--- config.mk ---
export PLATFORM = sky130hd
export DESIGN_NAME = mcl_top
export DESIGN_NICKNAME = d
export VERILOG_FILES = /design/src/mcl_pkg.sv /design/src/mcl_rx_if.sv /design/src/mcl_rx_timer.sv /design/src/mcl_top.sv
export SDC_FILE = /design/constraint.sdc
export NUM_CORES = 1
export LEC_CHECK = 0
export BUFFER_PORTS_ARGS = -buffer_cell sky130_fd_sc_hd__buf_2
export CORE_ASPECT_RATIO = 2
export CORE_MARGIN = 5
export CORE_UTILIZATION = 45
export DETAILED_ROUTE_END_ITERATION = 12
export GPL_ROUTABILITY_DRIVEN = 0
export PLACE_DENSITY = 0.65
export SETUP_SLACK_MARGIN = 0.5
export SLEW_MARGIN = 10
export SYNTH_ARGS = -nofsm -noshare
export SYNTH_HDL_FRONTEND = slang
export SYNTH_SLANG_ARGS = --single-unit
--- constraint.sdc ---
create_clock -name clk -period 2.6 [get_ports clk]
set_input_delay 0 -clock clk [delete_from_list [all_inputs] [get_ports clk]]
set_output_delay 0 -clock clk [all_outputs]
set_load 0.005 [all_outputs]
--- src/mcl_pkg.sv ---
// modem-control lines package: register offsets, field positions, reset values, receive timing
// assumes a byte-wide register port with a 3-bit address and one 250 MHz clock
//
// What this block does
// - each user output pin goes active (low) while its modem-control bit is set.
// - each user output pin goes inactive high on master reset, in loop mode, or when its own bit (2 or 3) is clear.
// - the request-to-send pin goes active (low) while the request-to-send modem-control bit is set.
// - request-to-send goes inactive high on master reset, in loop mode, or when modem-control bit 1 is clear.
// - modem status bit 6 shows the present state of the ring-indicator input.
// - modem status bit 2 is set when the ring-indicator pin goes from low to high after the last status read.
// - that low-to-high ring transition raises the interrupt while the modem status interrupt is enabled.
// - the receiver timing is taken from the receive clock input, which runs at sixteen times the bit rate.
// - the serial output pin sits at marking (one) while master reset is applied.
// - data-terminal-ready goes active when modem-control bit 0 is set, inactive on master reset, loop or clear.
// - the interrupt output stays high while an enabled condition is pending and drops when serviced or reset.
package mcl_pkg;

  localparam int unsigned CLK_PERIOD_NS = 4;

  // register offsets on the 3-bit port
  localparam logic [2:0] ADDR_INT_ENABLE = 3'h1;
  localparam logic [2:0] ADDR_LINE_CTRL = 3'h3;
  localparam logic [2:0] ADDR_MODEM_CTRL = 3'h4;
  localparam logic [2:0] ADDR_RX_STATUS = 3'h5;
  localparam logic [2:0] ADDR_MODEM_STATUS = 3'h6;

  // modem control fields
  localparam int MC_DTR_BIT = 0;
  localparam int MC_RTS_BIT = 1;
  localparam int MC_USER_FIRST_BIT = 2;
  localparam int MC_USER_SECOND_BIT = 3;
  localparam int MC_LOOP_BIT = 4;
  localparam logic [4:0] MODEM_CTRL_RESET = 5'h00;

  // modem status fields
  localparam int MS_RING_EDGE_BIT = 2;
  localparam int MS_RING_STATE_BIT = 6;

  // interrupt enable fields
  localparam int IE_MODEM_STATUS_BIT = 3;
  localparam logic [3:0] INT_ENABLE_RESET = 4'h0;

  // line control: only the break bit steers this block
  localparam int LC_BREAK_BIT = 6;
  localparam logic [7:0] LINE_CTRL_RESET = 8'h00;

  // receive timing status fields
  localparam int RS_SAMPLED_BIT = 0;
  localparam int RS_ACTIVE_BIT = 1;
  localparam int RS_FALSE_START_BIT = 2;

  // receive clock oversampling and frame length (start + 8 data + stop)
  localparam int unsigned RX_OVERSAMPLE = 16;
  localparam int unsigned RX_FRAME_BITS = 10;

  typedef enum logic [2:0] {
    MCL_RX_IDLE = 3'b001,
    MCL_RX_START = 3'b010,
    MCL_RX_BITS = 3'b100
  } mcl_rx_state_t;

endpackage : mcl_pkg

--- src/mcl_rx_if.sv ---
// carrier between the line core and the receive timing module
// assumes both ends share clk
`timescale 1ns/1ns
`default_nettype none
interface mcl_rx_if;
  logic rclk_level;
  logic line_in;
  logic sample_tick;
  logic sampled_bit;
  logic active;
  logic false_start;

  modport core (
    output rclk_level,
    output line_in,
    input sample_tick,
    input sampled_bit,
    input active,
    input false_start
  );

  modport timer (
    input rclk_level,
    input line_in,
    output sample_tick,
    output sampled_bit,
    output active,
    output false_start
  );
endinterface : mcl_rx_if
`default_nettype wire

--- src/mcl_rx_timer.sv ---
// receive bit timing derived from the 16x receive clock level
// assumes rclk_level is synchronous to clk and at most half the clk rate
`timescale 1ns/1ns
`default_nettype none
module mcl_rx_timer #(
  parameter int unsigned OVERSAMPLE = mcl_pkg::RX_OVERSAMPLE,
  parameter int unsigned FRAME_BITS = mcl_pkg::RX_FRAME_BITS
) (
  input wire logic clk,
  input wire logic rst_n,
  mcl_rx_if.timer rx
);
  localparam int CW = $clog2(OVERSAMPLE);
  localparam int BW = $clog2(FRAME_BITS + 1);

  mcl_pkg::mcl_rx_state_t state;
  logic rclk_prev;
  logic [CW-1:0] phase;
  logic [BW-1:0] bit_count;
  logic rclk_rise;

  assign rclk_rise = rx.rclk_level & ~rclk_prev;
  assign rx.active = (state != mcl_pkg::MCL_RX_IDLE);

  always_ff @(posedge clk or negedge rst_n) begin
    if (!rst_n) begin
      rclk_prev <= 1'b0;
    end else begin
      rclk_prev <= rx.rclk_level;
    end
  end

  // every step is paced by a receive clock edge, never by clk alone
  always_ff @(posedge clk or negedge rst_n) begin
    if (!rst_n) begin
      state <= mcl_pkg::MCL_RX_IDLE;
      phase <= '0;
      bit_count <= '0;
      rx.sample_tick <= 1'b0;
      rx.sampled_bit <= 1'b1;
      rx.false_start <= 1'b0;
    end else begin
      rx.sample_tick <= 1'b0;
      rx.false_start <= 1'b0;
      if (rclk_rise) begin
        unique case (state)
          mcl_pkg::MCL_RX_IDLE: begin
            phase <= '0;
            bit_count <= '0;
            if (!rx.line_in) begin
              state <= mcl_pkg::MCL_RX_START;
            end
          end
          mcl_pkg::MCL_RX_START: begin
            // recheck at mid start bit so a glitch is not taken as a frame
            if (phase == CW'(OVERSAMPLE / 2 - 1)) begin
              phase <= '0;
              if (rx.line_in) begin
                state <= mcl_pkg::MCL_RX_IDLE;
                rx.false_start <= 1'b1;
              end else begin
                state <= mcl_pkg::MCL_RX_BITS;
                bit_count <= BW'(1);
                rx.sample_tick <= 1'b1;
                rx.sampled_bit <= rx.line_in;
              end
            end else begin
              phase <= phase + CW'(1);
            end
          end
          mcl_pkg::MCL_RX_BITS: begin
            if (phase == CW'(OVERSAMPLE - 1)) begin
              phase <= '0;
              rx.sample_tick <= 1'b1;
              rx.sampled_bit <= rx.line_in;
              bit_count <= bit_count + BW'(1);
              if (bit_count == BW'(FRAME_BITS - 1)) begin
                state <= mcl_pkg::MCL_RX_IDLE;
              end
            end else begin
              phase <= phase + CW'(1);
            end
          end
          default: begin
            state <= mcl_pkg::MCL_RX_IDLE;
          end
        endcase
      end
    end
  end
endmodule : mcl_rx_timer
`default_nettype wire

--- src/mcl_top.sv ---
// modem-control and line pins of a serial element, with a small register port
// assumes all inputs synchronous to clk; master_reset_in is a level, high active
//
// Decided for this implementation: the strobed register port and the placing of the registers.
`timescale 1ns/1ns
`default_nettype none
module mcl_top #(
  parameter int unsigned RX_OVERSAMPLE = mcl_pkg::RX_OVERSAMPLE,
  parameter int unsigned RX_FRAME_BITS = mcl_pkg::RX_FRAME_BITS
) (
  input wire logic clk,
  input wire logic rst_n,
  input wire logic master_reset_in,
  input wire logic [2:0] reg_addr,
  input wire logic [7:0] reg_wdata,
  input wire logic reg_wr,
  input wire logic reg_rd,
  output logic [7:0] reg_rdata,
  input wire logic ring_ind_n,
  input wire logic rx_clk_in,
  input wire logic serial_in_pin,
  output logic serial_out_pin,
  output logic dtr_n,
  output logic rts_n,
  output logic user_output_first_n,
  output logic user_output_second_n,
  output logic interrupt_out
);
  logic [4:0] modem_ctrl_reg;
  logic [3:0] int_enable_reg;
  logic [7:0] line_ctrl_reg;
  logic ring_prev;
  logic ring_trailing_edge_flag;
  logic false_start_seen;
  logic ring_rise;
  logic status_read;
  logic loop_mode;
  logic internal_line;
  logic [7:0] modem_status_val;
  logic [7:0] rx_status_val;
  logic [7:0] next_rdata;

  mcl_rx_if rx_link ();

  mcl_rx_timer #(
    .OVERSAMPLE(RX_OVERSAMPLE),
    .FRAME_BITS(RX_FRAME_BITS)
  ) u_rx_timer (
    .clk(clk),
    .rst_n(rst_n),
    .rx(rx_link.timer)
  );

  assign loop_mode = modem_ctrl_reg[mcl_pkg::MC_LOOP_BIT];
  // the line the transmitter would drive; loop mode feeds it back to the receiver
  assign internal_line = ~line_ctrl_reg[mcl_pkg::LC_BREAK_BIT];
  assign rx_link.rclk_level = rx_clk_in;
  assign rx_link.line_in = loop_mode ? internal_line : serial_in_pin;

  assign ring_rise = ring_ind_n & ~ring_prev;
  assign status_read = reg_rd && (reg_addr == mcl_pkg::ADDR_MODEM_STATUS);

  always_comb begin
    modem_status_val = 8'h00;
    modem_status_val[mcl_pkg::MS_RING_STATE_BIT] = ~ring_ind_n;
    modem_status_val[mcl_pkg::MS_RING_EDGE_BIT] = ring_trailing_edge_flag;
  end

  always_comb begin
    rx_status_val = 8'h00;
    rx_status_val[mcl_pkg::RS_SAMPLED_BIT] = rx_link.sampled_bit;
    rx_status_val[mcl_pkg::RS_ACTIVE_BIT] = rx_link.active;
    rx_status_val[mcl_pkg::RS_FALSE_START_BIT] = false_start_seen;
  end

  always_comb begin
    next_rdata = 8'h00;
    unique case (reg_addr)
      mcl_pkg::ADDR_INT_ENABLE: next_rdata = {4'h0, int_enable_reg};
      mcl_pkg::ADDR_LINE_CTRL: next_rdata = line_ctrl_reg;
      mcl_pkg::ADDR_MODEM_CTRL: next_rdata = {3'h0, modem_ctrl_reg};
      mcl_pkg::ADDR_RX_STATUS: next_rdata = rx_status_val;
      mcl_pkg::ADDR_MODEM_STATUS: next_rdata = modem_status_val;
      default: next_rdata = 8'h00;
    endcase
  end

  // read data stand only in the cycle after the strobe
  always_ff @(posedge clk or negedge rst_n) begin
    if (!rst_n) begin
      reg_rdata <= 8'h00;
    end else if (reg_rd) begin
      reg_rdata <= next_rdata;
    end else begin
      reg_rdata <= 8'h00;
    end
  end

  // control registers; master reset clears them like the pin reset
  always_ff @(posedge clk or negedge rst_n) begin
    if (!rst_n) begin
      modem_ctrl_reg <= mcl_pkg::MODEM_CTRL_RESET;
      int_enable_reg <= mcl_pkg::INT_ENABLE_RESET;
      line_ctrl_reg <= mcl_pkg::LINE_CTRL_RESET;
    end else if (master_reset_in) begin
      modem_ctrl_reg <= mcl_pkg::MODEM_CTRL_RESET;
      int_enable_reg <= mcl_pkg::INT_ENABLE_RESET;
      line_ctrl_reg <= mcl_pkg::LINE_CTRL_RESET;
    end else if (reg_wr) begin
      unique case (reg_addr)
        mcl_pkg::ADDR_INT_ENABLE: int_enable_reg <= reg_wdata[3:0];
        mcl_pkg::ADDR_LINE_CTRL: line_ctrl_reg <= reg_wdata;
        mcl_pkg::ADDR_MODEM_CTRL: modem_ctrl_reg <= reg_wdata[4:0];
        default: begin
        end
      endcase
    end
  end

  // pin history starts inactive high so a pin held high at reset makes no edge
  always_ff @(posedge clk or negedge rst_n) begin
    if (!rst_n) begin
      ring_prev <= 1'b1;
    end else begin
      ring_prev <= ring_ind_n;
    end
  end

  // an edge in the same cycle as the status read survives the clear
  always_ff @(posedge clk or negedge rst_n) begin
    if (!rst_n) begin
      ring_trailing_edge_flag <= 1'b0;
    end else if (master_reset_in) begin
      ring_trailing_edge_flag <= 1'b0;
    end else if (ring_rise) begin
      ring_trailing_edge_flag <= 1'b1;
    end else if (status_read) begin
      ring_trailing_edge_flag <= 1'b0;
    end
  end

  // sticky false-start note, cleared by reading the receive status
  always_ff @(posedge clk or negedge rst_n) begin
    if (!rst_n) begin
      false_start_seen <= 1'b0;
    end else if (master_reset_in) begin
      false_start_seen <= 1'b0;
    end else if (rx_link.false_start) begin
      false_start_seen <= 1'b1;
    end else if (reg_rd && (reg_addr == mcl_pkg::ADDR_RX_STATUS)) begin
      false_start_seen <= 1'b0;
    end
  end

  // interrupt follows the pending flag one cycle later; the status read services it
  always_ff @(posedge clk or negedge rst_n) begin
    if (!rst_n) begin
      interrupt_out <= 1'b0;
    end else if (master_reset_in) begin
      interrupt_out <= 1'b0;
    end else begin
      interrupt_out <= ring_trailing_edge_flag & int_enable_reg[mcl_pkg::IE_MODEM_STATUS_BIT];
    end
  end

  // modem pins are active low; loop mode holds them all inactive
  always_ff @(posedge clk or negedge rst_n) begin
    if (!rst_n) begin
      dtr_n <= 1'b1;
      rts_n <= 1'b1;
      user_output_first_n <= 1'b1;
      user_output_second_n <= 1'b1;
    end else if (master_reset_in || loop_mode) begin
      dtr_n <= 1'b1;
      rts_n <= 1'b1;
      user_output_first_n <= 1'b1;
      user_output_second_n <= 1'b1;
    end else begin
      dtr_n <= ~modem_ctrl_reg[mcl_pkg::MC_DTR_BIT];
      rts_n <= ~modem_ctrl_reg[mcl_pkg::MC_RTS_BIT];
      user_output_first_n <= ~modem_ctrl_reg[mcl_pkg::MC_USER_FIRST_BIT];
      user_output_second_n <= ~modem_ctrl_reg[mcl_pkg::MC_USER_SECOND_BIT];
    end
  end

  // no transmitter here: the pin idles at marking unless break is set outside loop mode
  always_ff @(posedge clk or negedge rst_n) begin
    if (!rst_n) begin
      serial_out_pin <= 1'b1;
    end else if (master_reset_in || loop_mode) begin
      serial_out_pin <= 1'b1;
    end else begin
      serial_out_pin <= internal_line;
    end
  end
endmodule : mcl_top
`default_nettype wire

Yosys cells after proc, flatten, opt, wreduce, memory -nomap -nowiden
Cells that the tools add are included.
{ "totals": {"regBits": 48, "out_inout_bits": 14, "input_bits": 19, "elab_cells": 112} }
{ "classes": {"bitwise": 11, "n_reduce_logical": 18, "n_eq_ne": 17, "addsub": 2, "muxes": 45} }
{ "ops": {"columns": ["operator", "count"], "rows": [
  ["one-hot mux 8 bit (5 select lines)", 1],
  ["two-way mux 4 bit", 8],
  ["two-way mux 8 bit", 4],
  ["one-hot mux 4 bit (3 select lines)", 2],
  ["two-way mux 1 bit", 20],
  ["two-way mux 3 bit", 5],
  ["two-way mux 5 bit", 3],
  ["AND reduction 5 bit", 3],
  ["equality test 3 bit (second input constant)", 4],
  ["nonzero test 2 bit", 5],
  ["one-hot mux 3 bit (3 select lines)", 1],
  ["nonzero test 3 bit", 3],
  ["adder 4 x 1 -> 4 bit (second input constant)", 2],
  ["equality test 4 bit (second input constant)", 2],
  ["NOT 1 bit", 8],
  ["AND reduction 2 bit", 4],
  ["equality test 3 x 1 -> 1 bit (second input constant)", 2],
  ["equality test 3 x 2 -> 1 bit (second input constant)", 2],
  ["!= test 2 x 1 -> 1 bit (second input constant)", 3],
  ["equality test 4 x 3 -> 1 bit (second input constant)", 1],
  ["!= test 2 bit (second input constant)", 2],
  ["AND 1 bit", 3],
  ["!= test 3 x 1 -> 1 bit (second input constant)", 1],
  ["logical AND 1 bit", 2],
  ["other kinds (2)", 2]
]} }

Depth between registers and ports, before layout
Gate-level depths: netlist (run 1).
{ "logic_depth": {"word_depth": 6, "ltp_mapped": 7, "ltp_nobuf": 5} }

By module
From an unflattened synthesis (run 1), not the netlist that was laid out.
{ "hier_totals": {"hier_cells": 232, "hier_area_um2": 2417.3} }
{ "modules_own_cells": {"columns": ["mod", "seq_area_each_um2", "cells_each", "n_inst", "area_each_um2"], "rows": [
  ["mcl_top", 858.3, 139, 1, 1503.9],
  ["mcl_rx_timer", 377.9, 93, 1, 913.4]
]} }

Worst setup path after synthesis (run 1)
Ideal clock, no wire load.
{ "synth_path": {"kind": "reg2reg", "start": "reg u_rx_timer.state[2]", "end": "reg u_rx_timer.bit_count[0]", "path_buffers": 2, "setup_time_ps": 125, "required_time_ps": 2475, "setup_slack_ps": 880, "arrival_ps": 1595, "synth_period_minus_slack_ps": 1720, "stages_incl_launch_ff": 7, "path_cell_list": "dfrtp_1 -> buf_4 -> or3b_1 -> buf_6 -> o221a_4 -> o311ai_4 -> mux2_4"} }
{ "synth_via": {"elab_chain_cells": 3, "word_cells_on_any_way": 9, "classes_between": "eq/ne (6); mux (1); reduce/logical (2)"} }
{ "synth_rtl": {"columns": ["element", "line", "text"], "rows": [
  ["start: declaration", "mcl_rx_timer.sv:16", "mcl_pkg::mcl_rx_state_t state;"],
  ["start signal: assignment", "mcl_rx_timer.sv:36", "state <= mcl_pkg::MCL_RX_IDLE;"],
  ["start signal: assignment", "mcl_rx_timer.sv:51", "state <= mcl_pkg::MCL_RX_START;"],
  ["start signal: assignment", "mcl_rx_timer.sv:59", "state <= mcl_pkg::MCL_RX_IDLE;"],
  ["equality test 3 bit (tied with other cells)", "mcl_rx_timer.sv:46", "unique case (state)"],
  ["!= test 2 x 1 -> 1 bit (no line) (tied with other cells)", null, null],
  ["AND reduction 5 bit (no line)", null, null],
  ["end signal: assignment", "mcl_rx_timer.sv:76", "bit_count <= bit_count + BW'(1);"],
  ["end: declaration", "mcl_rx_timer.sv:19", "logic [BW-1:0] bit_count;"]
]} }
Parallel ways exist; a longest one is shown, timed or not.
A chain may end at the register's enable or synchronous reset.

Final worst setup path (run 1)
Same ends and word-level chain as after synthesis.

==> out/qor.csv, run 1 <==
metric,value,unit
status,finished clean,
via_per_inst,5.62,
comb_power_share,0.146,
portBuffers,32,
synthArstFlopShare,1.00,
p_sw,0.000424,W
whs,0.0609,ns
p_int,0.00113,W
synth_warnings,0,
end_kind,register,
synth_area,0.00237,mm²
critPathKind,reg -> reg,
coreArea,0.00514,mm²
p_leak,1.19,nW
io_pins,33,
place_inst,306,
critPathArrivalTime,2.10,ns
cts_tree,yes,
ff2ff_path_depth,4,
clkTransAtPathRegs,0.09,ns
cts_root_buffer,clkbuf_8,
dr_total_vias,1839,
holdPathStages,3,
drtAntennaViolNets,0,
post_route_cells_drive_above_1_share,0.201,
synth-seq-cells,48,
drc,0,
drt-total-wl,5380,µm
finalClockSkew,0.00897,ns
hold_class,in -> reg,
min_to,reg_rdata[6],
seq_area_frac_synth,0.511,
layout_min_cycle_time,1.91,ns
antenna_found_initial,0,
die_area,0.00691,mm²
setup_violations,0,
multi_input_area,0.00106,mm²
powerDensity,566,mW/mm²
reg2reg_slack,0.69,ns
first_global_vias,1817,
initial_utilization,0.461,
avgRoutedWirePerCell,16.5,µm
syn-num-nets,255,
nets,289,
finalSetupTns,0,ns
p_clk_frac,0.298,
cp.required,2.79,ns
hold_viol_final,0,
cts.repair.resized,0,
clock_path_buffers,2,
seq_power_share,0.556,
rsz0062_at_grt,no,
post-route-period-util,0.735,
worstPathMaxFanout,10,
worstSetupStartpointType,register,
grt-ovfl-total,0,
met1_length,1980,µm
synth-main-ff-cell,dfrtp_1,
drv_slew,0,
syn_inst,233,
grtUsageTotal,0.172,
finalNonFillerCells,327,
regToRegStartpoint,u_rx_timer.state[2],
dp_hpwl,3940,µm
max-slew-margin-rel,0.304,
met3WireLength,199,µm
synthToLayoutAreaGrowth,15.7,%
ir_worst_vdd,0.574,mV
synth_edf_count,0,
setup_ws,0.690,ns
n_fill_cell,498,
grt_pass1_wl,8950,µm
tightest_slew,1.04,ns
post-route-util,0.533,
die_w,61.3,µm
syn_area_per_cell,10.2,µm²
drtIter0Drc,93,
max_freq,0.524,GHz
clk_latency,0.30,ns
top_layer_used,met4,
met2_length,3110,µm
r2r-end,u_rx_timer.bit_count[0],
sw_frac_of_total,0.273,
num_rows,37,
synthDistinctLibCells,51,
htree_levels,2,
first_pass_iters,4,
dp_slack,0.727,ns
grt_max_degree,49,
seq_area,0.00121,mm²
hold_start,reg_addr[1],
cts_buffers,5,
cap_violations,0,
cts.sinks,48,
die_h,113,µm
==> cells in the final DEF, fill, tap and decap left out, types with 6 or more instances in the layout <==
cell type and count:
a21oi_1 14, dfstp_2 8, mux2i_1 11, nor2_1 19
dlygate4sd3_1 12, dfrtp_1 40, nand3_1 6, nor2b_1 11
clkbuf_8 6, nand2_1 32, o21ai_0 7, buf_2 32
==> metrics by stage <==
stage	instance area, µm²	total power (W)
2_1_floorplan	2370	0.00101
3_3_place_gp	2520	0.00108
3_5_place_dp	2520	0.00109
4_1_cts	2740	0.00157
5_1_grt	2740	0.00164
6_report	2740	0.00155
==> power groups by stage <==
stage | Sequential, W | Combinational [W] | Clock, W
CTS | 0.000863 | 0.000229 | 0.000481
finish | 0.000863 | 0.000227 | 0.000463
global route | 0.000874 | 0.000253 | 0.000510
floorplan | 0.000848 | 0.000167 | 0
global placement | 0.000875 | 0.000210 | 0
detailed placement | 0.000875 | 0.000214 | 0
==> worst max-delay path by stage <==
stage                     slack [ns]                       to                 from
after floorplan                 0.88  u_rx_timer.bit_count[0]  u_rx_timer.state[2]
after global placement          0.76  u_rx_timer.bit_count[0]  u_rx_timer.state[1]
after detailed placement        0.73  u_rx_timer.bit_count[0]  u_rx_timer.state[1]
after CTS                       0.71  u_rx_timer.bit_count[0]  u_rx_timer.state[1]
after global routing            0.63  u_rx_timer.bit_count[0]  u_rx_timer.state[1]
final                           0.69  u_rx_timer.bit_count[0]  u_rx_timer.state[2]
==> layer usage <==
layer  global-route usage  up-vias
met5                    0        -
li1                     -      890
met4               0.0651        0
met1                0.195      896
met3               0.0311        8
met2                0.304       45
==> Yosys cell counts (3+ instances only) <==
cell type	n	area, µm²
nand3_1	6	30.0
nand2_1	32	120
dfstp_2	8	210
and3_1	3	18.8
a21oi_1	14	70.1
mux2i_1	11	110
nor3_1	3	15.0
nand2b_1	5	31.3
inv_1	4	15.0
nor2_1	19	71.3
buf_2	5	25.0
dfrtp_1	40	1000
nor2b_1	11	68.8
o21ai_0	7	35.0
o2bb2ai_1	3	26.3
ha_1	3	37.5
nor3b_1	3	22.5
a22oi_1	5	37.5
clkbuf_1	10	37.5
==> logic make-up (layout without fill, tap and decap cells) <==
logic type	count (synthesis)	after routing	synth area share
adders and majority gates	3	3	0.0158
AOI/OAI and AO/OA	50	50	0.158
xor gates and xnor gates	1	1	0.00370
other	0	1	0
DFF	48	48	0.511
muxes	14	14	0.0623
and+or+nand+nor	96	96	0.208
buffers and inverters	21	56	0.0407
==> critical path: stages (launching register included) <==
cell and delay [ns]:
dfrtp_1 0.50, or3b_1 0.54, o221a_4 0.34, o311ai_4 0.09, mux2_4 0.33
==> repair_timing <==
item                                    CTS  global route
hold buffers                             12             0
setup buffers                             0             0
hold endpoints to repair                 57             0
endpoints found under the setup margin    0             0
==> cell type report <==
class	instances	share of cell area
flip-flops and latches	48	0.442
multi-input cells	164	0.387
repair buffers	44	0.102
clock buffers	6	0.0301
well taps	58	0.0265
clock inverters	2	0.00548
inverters	4	0.00548
diodes	1	0.000913
No activity file was read; power rests on OpenSTA's default activity.
==> inputs of run 2 (changes only) <==
--- a/config.mk
+++ b/config.mk
@@ -11,7 +11,7 @@
 export CORE_UTILIZATION = 45
 export DETAILED_ROUTE_END_ITERATION = 12
 export GPL_ROUTABILITY_DRIVEN = 0
-export PLACE_DENSITY = 0.65
+export PLACE_DENSITY = 0.68
 export SETUP_SLACK_MARGIN = 0.5
 export SLEW_MARGIN = 10
 export SYNTH_ARGS = -nofsm -noshare
==> constraint.sdc (replaced) <==
create_clock -name clk -period 1.6 [get_ports clk]
set_input_delay 0 -clock clk [delete_from_list [all_inputs] [get_ports clk]]
set_output_delay 0 -clock clk [all_outputs]
set_load 0.005 [all_outputs]
==> run 2 against run 1 <==
  * The flow now finishes with violations (negative setup slack)
  * Wire length up 15%
  * Final area rose by 18%
  * Global-route usage grew 1.8 points
  * Clock skew increased by 0.0044 ns
  * Clock power increased by 100%
  * First-iteration DRC count fell by 51%
  * Register-to-register slack got worse by 0.76 ns
  * Power increased by 85%
  * Critical endpoint unchanged
  * Largest cell class is now multi-input combinational cells
==> out/qor.csv, run 2 (synthesis gave the netlist of run 1 again) <==
metric,value,unit
status,"complete, but fails checks",
violations,negative setup slack,
grt-ovfl-total,0,
die_h,113,µm
powerDensity,891,mW/mm²
clk_latency,0.30,ns
htree_levels,2,
first_pass_iters,4,
finalPower,0.00288,W
finalClockSkew,0.0134,ns
clkTransAtPathRegs,0.10,ns
drtAntennaViolNets,0,
cts_root_buffer,clkbuf_8,
avgRoutedWirePerCell,17.1,µm
hold_viol_final,0,
endpoint,u_rx_timer.bit_count[0],
post-route-period-util,1.04,
ff2ff_path_depth,4,
tightest_slew,0.606,ns
nets,326,
critPathLaunch,u_rx_timer.state[1],
initial_utilization,0.461,
grtUsageTotal,0.190,
via_per_inst,5.60,
die_area,0.00691,mm²
cts.sinks,48,
first_global_vias,2097,
coreArea,0.00514,mm²
hold_class,in -> reg,
dp_hpwl,4360,µm
die_w,61.3,µm
end_kind,register,
drt-total-wl,6190,µm
setup_violations,4,
grt_pass1_wl,9770,µm
critPathKind,reg -> reg,
setup_ws,-0.0656,ns
num_rows,37,
rsz0062_at_grt,yes,
clock_path_buffers,2,
ir_worst_vdd,0.779,mV
worstSetupStartpointType,register,
grt_max_degree,49,
final_common_cell,dfrtp_1,
layout_min_cycle_time,1.67,ns
worstPathMaxFanout,4,
max-slew-margin-rel,0.596,
most-common-layout-cells,"dfrtp_1 (40), buf_2 (32), buf_4 (30)",
p_leak,1.43,nW
critPathArrivalTime,1.86,ns
dr_total_vias,2031,
cp.required,1.80,ns
finalSetupTns,-0.181,ns
drv_slew,0,
regToRegStartpoint,u_rx_timer.state[1],
drc,0,
drtIter0Drc,46,
cts_buffers,5,
antenna_found_initial,0,
post_route_cells_drive_above_1_share,0.400,
r2r-end,u_rx_timer.bit_count[0],
io_pins,33,
reg2reg_slack,-0.07,ns
synthToLayoutAreaGrowth,36.2,%
cap_violations,0,
max_freq,0.600,GHz
portBuffers,32,
cts_tree,yes,
antennaDiodeCount,0,
[run 2: metrics by stage]
step	cell area (µm²)	util	hold slack [ns]	setup slack, ns	std cells
finish	3230	0.628	0.0795	-0.0656	363
global route	3230	0.628	0.0930	-0.0915	363
CTS	3180	0.619	0.0557	-0.0261	362
detailed placement	2720	0.530	0.132	-0.0748	331
global placement	2720	0.530	0.124	-0.0424	331
floorplan	2400	-	-0.296	-0.118	233
[run 2: worst max-delay path, stage by stage (launching register included)]
cell	delay, ns
dfrtp_1	0.45
or3b_4	0.41
o221a_4	0.30
o311ai_4	0.09
mux2_4	0.33
[run 2: layer usage]
| layer | track usage | up-vias | part of all wire |
|---|---|---|---|
| met5 | 0 | - | 0 |
| met4 | 0.116 | 0 | 0.060 |
| met3 | 0.0253 | 28 | 0.039 |
| met2 | 0.338 | 71 | 0.55 |
| met1 | 0.196 | 971 | 0.35 |
| li1 | - | 961 | - |
[run 2: worst min path at each step]
stage | from | to | slack, ns | depth (start not counted)
floorplan | rst_n | false_start_seen | -0.30 | 0
global placement | rst_n | u_rx_timer.phase[3] | 0.12 | 2
detailed placement | rst_n | interrupt_out | 0.13 | 2
CTS | reg_addr[1] | reg_rdata[6] | 0.06 | 3
global route | reg_addr[1] | reg_rdata[6] | 0.09 | 3
finish | reg_addr[1] | reg_rdata[6] | 0.08 | 3
[run 2: area by class of cell]
cell class | count | area [µm²]
Multi-Input combinational cell | 164 | 1220
Clock inverter | 2 | 38.8
Tap cell | 58 | 72.6
Clock buffer | 6 | 82.6
Sequential cell | 48 | 1210
Fill cell | 397 | 1910
Timing Repair Buffer | 81 | 583
Inverter | 4 | 15.0
[run 2: what timing repair did]
| action | CTS | global route |
|---|---|---|
| buffers inserted | 10 | 1 |
| setup endpoints to repair | 16 | 21 |
| pin swaps | 7 | 5 |
| hold endpoints to repair | 60 | 0 |
| hold buffers | 13 | 0 |
| resized for setup | 30 | 14 |
[run 2: power by group]
group          internal (W)  total [W]  switching, W  leakage, nW
logic              0.000291   0.000556      0.000265        0.748
clock network      0.000512   0.000928      0.000417       0.0614
registers           0.00131    0.00139     0.0000864        0.619
==> inputs of run 3 (changes only) <==
--- a/config.mk
+++ b/config.mk
@@ -7,12 +7,13 @@
 export LEC_CHECK = 0
 export BUFFER_PORTS_ARGS = -buffer_cell sky130_fd_sc_hd__buf_2
 export CORE_ASPECT_RATIO = 2
-export CORE_MARGIN = 5
+export CORE_MARGIN = 3
 export CORE_UTILIZATION = 45
 export DETAILED_ROUTE_END_ITERATION = 12
 export GPL_ROUTABILITY_DRIVEN = 0
 export PLACE_DENSITY = 0.68
 export SETUP_SLACK_MARGIN = 0.5
+export SKIP_CTS_REPAIR_TIMING = 1
 export SLEW_MARGIN = 10
 export SYNTH_ARGS = -nofsm -noshare
 export SYNTH_HDL_FRONTEND = slang
==> constraint.sdc (replaced) <==
create_clock -name clk -period 1.35 [get_ports clk]
set_input_delay 0 -clock clk [delete_from_list [all_inputs] [get_ports clk]]
set_output_delay 0 -clock clk [all_outputs]
set_load 0.005 [all_outputs]
==> run 3 against run 2 <==
  * The flow finishes with violations (negative hold slack, negative setup slack)
  * Wire length rose by 2.4%
  * Critical path depth unchanged
  * Clock skew grew 0.0022 ns
  * Clock-buffer cell count is 1 lower
  * First-iteration DRC count up 22%
  * Combinational power rose by 38%
==> out/qor.csv, run 3 (synthesis gave the netlist of run 1 again) <==
metric,value,unit
status,"complete, but fails checks",
violations,"negative hold slack, negative setup slack",
cts.sinks,48,
grt_pass1_wl,9360,µm
dp_slack,-0.318,ns
via_per_inst,5.66,
holdPathStages,3,
setup_ws,-0.322,ns
critPathArrivalTime,1.87,ns
r2r-end,u_rx_timer.bit_count[0],
worstSetupStartpointType,register,
end_kind,register,
setup_violations,13,
clkTransAtPathRegs,0.10,ns
grt-ovfl-total,0,
antennaDiodeCount,0,
finalSetupTns,-2.50,ns
cap_violations,0,
max_freq,0.598,GHz
nets,333,
path_buf_inv,0,
synthToLayoutAreaGrowth,43.3,%
first_global_vias,2071,
htree_levels,2,
p_leak,1.52,nW
regToRegStartpoint,u_rx_timer.state[1],
hold_start,reg_rd,
reg2reg_slack,-0.32,ns
cts_buffers,5,
hold_class,in -> reg,
post-route-period-util,1.24,
min_to,reg_rdata[6],
grt_max_degree,34,
dp_hpwl,4440,µm
antenna_found_initial,0,
clock_path_buffers,2,
final_common_cell,dfrtp_1,
avgRoutedWirePerCell,17.2,µm
cts_root_buffer,clkbuf_8,
max-slew-margin-rel,0.706,
drtAntennaViolNets,0,
die_w,57.3,µm
io_pins,33,
critPathKind,reg -> reg,
initial_utilization,0.474,
grtUsageTotal,0.196,
powerDensity,1070,mW/mm²
drtIter0Drc,56,
layout_min_cycle_time,1.67,ns
die_h,109,µm
cts_tree,yes,
whs,-0.00261,ns
crit_chain,or3b_4 -> o221a_4 -> o311ai_4 -> mux2_4,
tightest_slew,0.441,ns
cp_top_family,flip-flops,
rsz0062_at_grt,yes,
first_pass_iters,4,
clk_latency,0.30,ns
cp_slowest_cell,dfrtp_2,
ff2ff_path_depth,4,
finalClockSkew,0.0156,ns
post_route_cells_drive_above_1_share,0.449,
hold_viol_final,1,
worstPathMaxFanout,6,
crit_path_max_incr_delay,0.45,ns
ir_worst_vdd,1.14,mV
dr_total_vias,2088,
finalNonFillerCells,369,
cp.required,1.55,ns
drv_slew,0,
coreArea,0.00500,mm²
drc,0,
place_inst,339,
portBuffers,32,
most-common-layout-cells,"dfrtp_1 (38), buf_4 (36), buf_2 (29)",
die_area,0.00623,mm²
drt-total-wl,6340,µm
num_rows,36,
-- run 3: changes by cell type in the layout (fill, tap and decap cells not counted), moves of 3 or more --
| cell | change |
|---|---|
| buf_4 | +6 |
| buf_2 | -3 |
| buf_6 | +5 |
| nor2b_1 | -3 |
| nor2b_4 | +3 |
-- run 3: worst max path at each step --
stage | startpoint | to | slack (ns) | cells after the start
floorplan | u_rx_timer.state[2] | u_rx_timer.bit_count[0] | -0.37 | 6
global placement | u_rx_timer.state[1] | u_rx_timer.bit_count[0] | -0.28 | 4
detailed placement | u_rx_timer.state[0] | u_rx_timer.bit_count[3] | -0.32 | 4
CTS | u_rx_timer.phase[1] | u_rx_timer.bit_count[3] | -0.32 | 5
global route | u_rx_timer.state[1] | u_rx_timer.bit_count[0] | -0.35 | 4
finish | u_rx_timer.state[1] | u_rx_timer.bit_count[0] | -0.32 | 4
-- run 3: routing by layer --
metal  track usage  vias up  routed length [µm]
met2         0.371       48                3640
met5             0        -                   0
li1              -      982                   -
met1         0.188     1033                2230
met4         0.134        0                 316
met3        0.0273       25                 150
-- run 3: per-stage QoR --
| step | util | power, W | cell area, µm² |
|---|---|---|---|
| 2_1_floorplan | - | 0.00198 | 2480 |
| 3_3_place_gp | 0.563 | 0.00224 | 2810 |
| 3_5_place_dp | 0.563 | 0.00225 | 2810 |
| 4_1_cts | 0.590 | 0.00349 | 2950 |
| 5_1_grt | 0.679 | 0.00380 | 3400 |
| 6_report | 0.679 | 0.00364 | 3400 |
-- run 3: worst min-delay path, delay by kind of cell --
| kind | cells | cell delay [ns] |
|---|---|---|
| buf+inv | 1 | 0.16 |
| simple gates | 2 | 0.12 |
-- run 3: layout make-up --
| type | count | area, µm² |
|---|---|---|
| clock buffers | 5 | 68.8 |
| clock inverters | 3 | 68.8 |
| fillers | 386 | 1600 |
| inverters | 4 | 15.0 |
| multi-input cells | 164 | 1290 |
| flip-flops and latches | 48 | 1210 |
| well taps | 57 | 71.3 |
| repair buffers | 88 | 669 |
-- run 3: power breakdown --
group | total (W) | switching (W) | internal (W)
Sequential | 0.00164 | 0.0000946 | 0.00155
Combinational | 0.000765 | 0.000333 | 0.000432
Clock | 0.00124 | 0.000492 | 0.000745
